==> src/core/psp_defs.svh <==
`ifndef PSP_DEFS_SVH
`define PSP_DEFS_SVH
`define PSP_CLK_HZ 40000000
`define PSP_NORMAL_PARK_MS 20
`define PSP_NORMAL_PARK_CYC ((`PSP_CLK_HZ / 1000) * `PSP_NORMAL_PARK_MS)
`define PSP_REG_OFF_MS 12
`define PSP_REG_OFF_CYC ((`PSP_CLK_HZ / 1000) * `PSP_REG_OFF_MS)
`define PSP_FAST_PARK_US 32
`define PSP_FAST_PARK_CYC ((`PSP_CLK_HZ / 1000000) * `PSP_FAST_PARK_US)
`define PSP_FILTER_NS 150
`define PSP_FILTER_CYC ((`PSP_CLK_HZ / 1000000) * `PSP_FILTER_NS / 1000 + 1)
`define PSP_GPIO_W 20
`define PSP_CNT_W 20
`endif

==> src/core/psp_pkg.sv <==
`default_nettype none
package psp_pkg;
  typedef enum logic [2:0] {
    PSP_ST_RESET = 3'b000,
    PSP_ST_PLL = 3'b001,
    PSP_ST_LOAD = 3'b010,
    PSP_ST_RUN = 3'b011,
    PSP_ST_NPARK = 3'b100,
    PSP_ST_FPARK = 3'b101,
    PSP_ST_REGOFF = 3'b110,
    PSP_ST_OFF = 3'b111
  } psp_state_t;
endpackage : psp_pkg
`default_nettype wire

==> src/core/psp_park_filter.sv <==
`include "psp_defs.svh"
`default_nettype none
module psp_park_filter (
  input wire logic ref_clk,
  input wire logic rst,
  input wire logic raw_n,
  output logic clean_n
);
  logic [1:0] sync_reg;
  logic [1:0] sync_next;
  logic [3:0] cnt_reg;
  logic [3:0] cnt_next;
  logic clean_reg;
  logic clean_next;

  always_comb
  begin
    sync_next = {sync_reg[0], raw_n};
    cnt_next = 4'h0;
    clean_next = clean_reg;
    // Level must persist longer than a slow edge may chatter
    if (sync_reg[1] != clean_reg)
    begin
      if (cnt_reg == 4'(`PSP_FILTER_CYC))
        clean_next = sync_reg[1];
      else
        cnt_next = cnt_reg + 4'h1;
    end
  end

  always_ff @(posedge ref_clk)
  begin
    if (rst)
    begin
      sync_reg <= 2'h3;
      cnt_reg <= 4'h0;
      clean_reg <= 1'b1;
    end
    else
    begin
      sync_reg <= sync_next;
      cnt_reg <= cnt_next;
      clean_reg <= clean_next;
    end
  end

  assign clean_n = clean_reg;
endmodule : psp_park_filter
`default_nettype wire

==> src/core/psp_sequencer.sv <==
`include "psp_defs.svh"
`default_nettype none
module psp_sequencer (
  input wire logic ref_clk,
  input wire logic rst,
  input wire logic system_reset_n,
  input wire logic fast_park_warning_n,
  input wire logic projector_on_request,
  input wire logic pll_locked,
  input wire logic config_loaded,
  input wire logic park_done,
  output logic init_flag,
  output logic pll_start,
  output logic config_load_start,
  output logic normal_park_active,
  output logic fast_park_active,
  output logic reset_regulation_on,
  output logic light_source_pick_0,
  output logic light_source_pick_1,
  output logic mirror_array_reset_enable_n,
  output logic flash_io_oe,
  output logic [`PSP_GPIO_W-1:0] gpio_oe
);
  psp_pkg::psp_state_t state_reg;
  psp_pkg::psp_state_t state_next;
  logic [`PSP_CNT_W-1:0] cnt_reg;
  logic [`PSP_CNT_W-1:0] cnt_next;
  logic [1:0] rst_sync_reg;
  logic [1:0] on_sync_reg;
  logic [1:0] ack_sync_reg;
  logic [2:0] ack_next;
  logic [2:0] ack_reg;
  logic park_n;
  logic in_reset;
  logic init_reg;
  logic init_next;
  logic np_reg;
  logic np_next;
  logic fp_reg;
  logic fp_next;
  logic reg_on_reg;
  logic reg_on_next;
  logic oe_reg;
  logic oe_next;
  logic pll_reg;
  logic pll_next;
  logic load_reg;
  logic load_next;

  psp_park_filter u_filter (
    .ref_clk(ref_clk),
    .rst(rst),
    .raw_n(fast_park_warning_n),
    .clean_n(park_n)
  );

  // Status inputs come from other domains, so two stages each, except park_done which gets one
  always_ff @(posedge ref_clk)
  begin
    if (rst)
    begin
      rst_sync_reg <= 2'h0;
      on_sync_reg <= 2'h0;
      ack_sync_reg <= 2'h0;
      ack_reg <= 3'h0;
    end
    else
    begin
      rst_sync_reg <= {rst_sync_reg[0], system_reset_n};
      on_sync_reg <= {on_sync_reg[0], projector_on_request};
      ack_sync_reg <= {ack_sync_reg[0], pll_locked};
      ack_reg <= ack_next;
    end
  end

  always_comb
  begin
    ack_next = {ack_reg[1:0], config_loaded};
    ack_next[1] = park_done;
    ack_next[2] = ack_reg[0];
  end

  assign in_reset = ~rst_sync_reg[1];

  always_comb
  begin
    state_next = state_reg;
    cnt_next = cnt_reg;
    init_next = init_reg;
    oe_next = 1'b1;
    reg_on_next = reg_on_reg;
    if (in_reset)
    begin
      // Reset pin overrides everything; outputs parked safe
      state_next = psp_pkg::PSP_ST_RESET;
      oe_next = 1'b0;
      init_next = 1'b0;
      reg_on_next = 1'b0;
      cnt_next = '0;
    end
    else
    begin
      case (state_reg)
        psp_pkg::PSP_ST_RESET:
        begin
          state_next = psp_pkg::PSP_ST_PLL;
          init_next = 1'b1;
        end
        psp_pkg::PSP_ST_PLL:
          if (ack_sync_reg[1])
            state_next = psp_pkg::PSP_ST_LOAD;
        psp_pkg::PSP_ST_LOAD:
          if (ack_reg[2])
          begin
            state_next = psp_pkg::PSP_ST_RUN;
            init_next = 1'b0;
            reg_on_next = 1'b1;
          end
        psp_pkg::PSP_ST_RUN:
          if (!on_sync_reg[1])
          begin
            state_next = psp_pkg::PSP_ST_NPARK;
            cnt_next = '0;
          end
        psp_pkg::PSP_ST_NPARK:
          // Deadline forces completion even without mirror ack
          if (ack_reg[1] || cnt_reg >= `PSP_CNT_W'(`PSP_NORMAL_PARK_CYC - 1))
          begin
            state_next = psp_pkg::PSP_ST_REGOFF;
            cnt_next = '0;
          end
          else
            cnt_next = cnt_reg + 1'b1;
        psp_pkg::PSP_ST_FPARK:
          if (cnt_reg >= `PSP_CNT_W'(`PSP_FAST_PARK_CYC - 1))
          begin
            state_next = psp_pkg::PSP_ST_OFF;
            reg_on_next = 1'b0;
          end
          else
            cnt_next = cnt_reg + 1'b1;
        psp_pkg::PSP_ST_REGOFF:
          if (cnt_reg >= `PSP_CNT_W'(`PSP_REG_OFF_CYC - 1))
          begin
            state_next = psp_pkg::PSP_ST_OFF;
            reg_on_next = 1'b0;
          end
          else
            cnt_next = cnt_reg + 1'b1;
        default:
          state_next = psp_pkg::PSP_ST_OFF;
      endcase
      // Fast park preempts any other activity, normal park included
      if (!park_n && state_reg != psp_pkg::PSP_ST_FPARK && state_reg != psp_pkg::PSP_ST_OFF)
      begin
        state_next = psp_pkg::PSP_ST_FPARK;
        cnt_next = '0;
        init_next = 1'b0;
      end
    end
    np_next = (state_next == psp_pkg::PSP_ST_NPARK);
    fp_next = (state_next == psp_pkg::PSP_ST_FPARK);
    pll_next = (state_next == psp_pkg::PSP_ST_PLL);
    load_next = (state_next == psp_pkg::PSP_ST_LOAD);
  end

  always_ff @(posedge ref_clk)
  begin
    if (rst)
    begin
      state_reg <= psp_pkg::PSP_ST_RESET;
      cnt_reg <= '0;
      init_reg <= 1'b0;
      np_reg <= 1'b0;
      fp_reg <= 1'b0;
      reg_on_reg <= 1'b0;
      oe_reg <= 1'b0;
      pll_reg <= 1'b0;
      load_reg <= 1'b0;
    end
    else
    begin
      state_reg <= state_next;
      cnt_reg <= cnt_next;
      init_reg <= init_next;
      np_reg <= np_next;
      fp_reg <= fp_next;
      reg_on_reg <= reg_on_next;
      oe_reg <= oe_next;
      pll_reg <= pll_next;
      load_reg <= load_next;
    end
  end

  // Light picks are held low here; display logic owns them when running
  assign init_flag = init_reg;
  assign pll_start = pll_reg;
  assign config_load_start = load_reg;
  assign normal_park_active = np_reg;
  assign fast_park_active = fp_reg;
  assign reset_regulation_on = reg_on_reg;
  assign light_source_pick_0 = 1'b0;
  assign light_source_pick_1 = 1'b0;
  assign mirror_array_reset_enable_n = reg_on_reg;
  assign flash_io_oe = oe_reg;
  assign gpio_oe = {`PSP_GPIO_W{oe_reg}};
endmodule : psp_sequencer
`default_nettype wire

==> config.mk <==
export PLATFORM = sky130hd
export DESIGN_NAME = psp_sequencer
export DESIGN_NICKNAME = d
export VERILOG_FILES = /design/src/core/psp_pkg.sv /design/src/core/psp_park_filter.sv /design/src/core/psp_sequencer.sv
export VERILOG_INCLUDE_DIRS = /design/src /design/src/core
export SDC_FILE = /design/constraint.sdc
export NUM_CORES = 1
export LEC_CHECK = 0
export ABC_AREA = 1
export BUFFER_PORTS_ARGS = -buffer_cell sky130_fd_sc_hd__buf_2
export CAP_MARGIN = 20
export CORE_ASPECT_RATIO = 1.5
export CORE_MARGIN = 1.5
export CORE_UTILIZATION = 45
export CTS_BUF_LIST = sky130_fd_sc_hd__clkbuf_8 sky130_fd_sc_hd__clkbuf_16
export DETAILED_ROUTE_END_ITERATION = 7
export PLACE_DENSITY_LB_ADDON = 0.1
export SYNTH_ARGS = -nofsm -noshare
export SYNTH_HDL_FRONTEND = slang
export SYNTH_SLANG_ARGS = --single-unit
==> constraint.sdc <==
create_clock -name ref_clk -period 2.8 [get_ports ref_clk]
set_clock_uncertainty 0.15 [all_clocks]
set_input_delay 0.42 -clock ref_clk [delete_from_list [all_inputs] [get_ports ref_clk]]
set_output_delay 0.42 -clock ref_clk [all_outputs]
set_load 0.05 [all_outputs]
==> impl_metrics.csv <==
group,metric,value,unit
power_and_ir_drop,power_leakage,0.00119,µW
layout,multi_input_area,1220,µm²
logic_synthesis,synth-async-reset-ratio,0,%
timing,final.setup.worst_slack,581,ps
power_and_ir_drop,combPwrFrac,6.0,%
power_and_ir_drop,swShare,23.6,%
timing,fin_crit_sh,79.3,%
placed_design,post-place-ws,584,ps
floorplanning,rows,33,
logic_synthesis,netlist_area,2540,µm²
hold_path,worstHoldPathType,"in2reg",
logic_synthesis,yosysTopAreaCell,"dfxtp_1",
drt,ant_nets,0,
power_and_ir_drop,switching_power,291,µW
drt,wl_per_cell,11.6,µm
logic_synthesis,synth-edff-count,0,
clock_network,cts_root_buf,"clkbuf_8",
power_and_ir_drop,power_frac_seq,54.2,%
floorplanning,core-area,5450,µm²
clock_network,cts_buffers,5,
layout,antennaDiodeCount,0,
global_route,grt_overflow_total,0,
clock_network,clk_pin_slew,90,ps
timing,max_freq,451,MHz
global_route,grt_max_degree,22,
clock_network,cts_htree_levels,2,
layout,layout.nets,394,
logic_synthesis,synthFlopType,"dfxtp_1",
floorplanning,ioPinCount,38,
layout,largest_register_ffs,20,
power_and_ir_drop,vdd_ir_drop_max,0.000272,V
timing,rsz0062_at_grt,"false",
floorplanning,die_area,6120,µm²
drt,vias,2211,
placed_design,hpwl,4.15,mm
layout,area_growth,6.20,%
drt,dr.first_iter.drc_count,141,
drt,drc,0,
layout,fill_cells,609,
clock_network,cts_setup_buffers,0,
power_and_ir_drop,clockPowerShare,39.7,%
placed_design,io_buffer_count,35,
logic_synthesis,yosysMostFrequentCell,"nand2_1",
timing,tns,0,ps
worst_setup_path,critPathLaunchType,"register",
global_route,grt_pass1_wl,8.94,mm
power_and_ir_drop,cellPowerDensity,457,nW/µm²
logic_synthesis,synth_cells,369,
logic_synthesis,synth_cell_types,35,
logic_synthesis,synthTopCellsByArea,"dfxtp_1 (36%), nand2_1 (12%), nor2_1 (8.3%)",
layout,ff_latch_area,921,µm²
logic_synthesis,yosys_register_bits,46,
flow_run,maxCapViolations,0,
drt,routed_wl,5.29,mm
timing,layout_min_cycle_time,2220,ps
global_route,track_usage,18.9,%
global_route,grt_pass1_vias,2033,
logic_synthesis,ys_warn_count,0,
logic_synthesis,synth_seq_area_share,36.2,%
clock_network,cts_resized,0,
worst_setup_path,critPathRequiredTime,2830,ps
layout,drive_gt1_share,20.3,%
placed_design,routabilityCongestion,0.899,
global_route,antenna_found_initial,0,
clock_network,tritoncts,"done",
drt,drtPass1Iterations,5,
worst_setup_path,crit_arrival,2250,ps
clock_network,cts_sinks,46,
floorplanning,dieHeight,95.0,µm
worst_setup_path,path_class,"reg2reg",
timing,hold_violations,0,
logic_synthesis,synthTopCellsByCount,"nand2_1 (78), nor2_1 (56), dfxtp_1 (46), inv_1 (46), nand3_1 (24)",
worst_setup_path,crit_fanout,12,
power_and_ir_drop,cell_internal_pwr,942,µW
timing,setup_viol,0,
clock_network,clk_latency,300,ps
worst_setup_path,endpoint_kind,"register",
floorplanning,die_w,64.4,µm
outcome,outcome,"complete, no violations",
logic_synthesis,avgSynthCellArea,6.89,µm²
logic_synthesis,yosys.area.top_type_share,36.2,%
clock_network,cts_max_path_buffers,2,
drt,via_per_inst,4.86,
clock_network,holdBufCountCts,0,
floorplanning,start_util,46.6,%
timing,maxSlewViolCount,0,
[worst max-delay path, cell delays in order (launching register included)]
cell and delay, ps:
dfxtp_1 340, ha_1 210, inv_1 120, nor2_2 80, nand2_2 100, nand2_1 70, nand2_1 70, nand2_2 70
nand2_4 90, nand2_2 70, nor2_4 260, nand2_2 80, nand2_2 300, a21oi_1 80
[layer usage]
layer	track usage, %	wire, µm
met5	0	0
met4	8.69	178
met3	3.19	119
met2	36.1	2860
met1	19.9	2130
[stage by stage]
stage / area, µm² / hold WS, ps / power [µW] / std cells / utilization [%]
finish: 2700 / 146 / 1230 / 455 / 49.5
global placement: 2590 / 239 / 759 / 447 / 47.5
floorplan: 2540 / 238 / 754 / 370 / -
detailed placement: 2590 / 245 / 759 / 447 / 47.5
global route: 2700 / 138 / 1280 / 455 / 49.5
CTS: 2700 / 138 / 1250 / 455 / 49.5
[worst paths after layout]
path / startpoint / to / slack (ps) / cells past startpoint
setup / recovery: cnt_reg[0] / cnt_reg[19] / 580 / 13
hold reg to reg: rst_sync_reg[0] / rst_sync_reg[1] / 260 / 2
hold / removal: fast_park_warning_n / u_filter.sync_reg[0] / 150 / 2
setup reg to reg: cnt_reg[0] / cnt_reg[19] / 580 / 13
[final cells by class]
class	instances	share of cell area [%]
inverters	47	6.54
multi-input cells	248	45.2
clock inverters	3	1.53
repair buffers	36	6.77
clock buffers	5	2.55
flip-flops and latches	46	34.1
well taps	70	3.25
[cells in the final DEF, fill, tap and decap left out, drive strengths merged]
| cell type | instances |
|---|---|
| nand3b | 1 |
| ha | 2 |
| clkbuf | 5 |
| a31oi | 1 |
| clkinvlp | 1 |
| buf | 36 |
| nor3b | 1 |
| conb | 2 |
| dfxtp | 46 |
| a21oi | 14 |
| bufinv | 1 |
| xor2 | 2 |
| nor2 | 70 |
| nor3 | 11 |
| o21bai | 5 |
| nand3 | 26 |
| inv | 48 |
| nand2 | 87 |
| o211ai | 1 |
| nand4 | 10 |
| o21ai | 10 |
| or2 | 2 |
| o22ai | 3 |
[power groups by stage]
| stage | sequential, µW | combinational (µW) | clock, µW |
|---|---|---|---|
| finish | 669 | 74.2 | 490 |
| global route | 671 | 80.7 | 529 |
| CTS | 669 | 75.1 | 505 |
| detailed placement | 684 | 75.0 | 0 |
| global placement | 684 | 74.6 | 0 |
| floorplan | 687 | 67.1 | 0 |
[cell families (layout without fill, tap and decap cells)]
group                    count (synthesis)  in the layout  synth area share, %
AO/OA/AOI/OAI                           34             34                 8.62
XOR/XNOR                                 2              2                0.689
adder cells (fa/ha/maj)                  2              2                0.985
buffers and inverters                   76             91                 15.9
flip-flops                              46             46                 36.2
other                                    1              2                0.148
AND/OR/NAND/NOR                        208            208                 37.5
(Power assumes the default switching activity.)
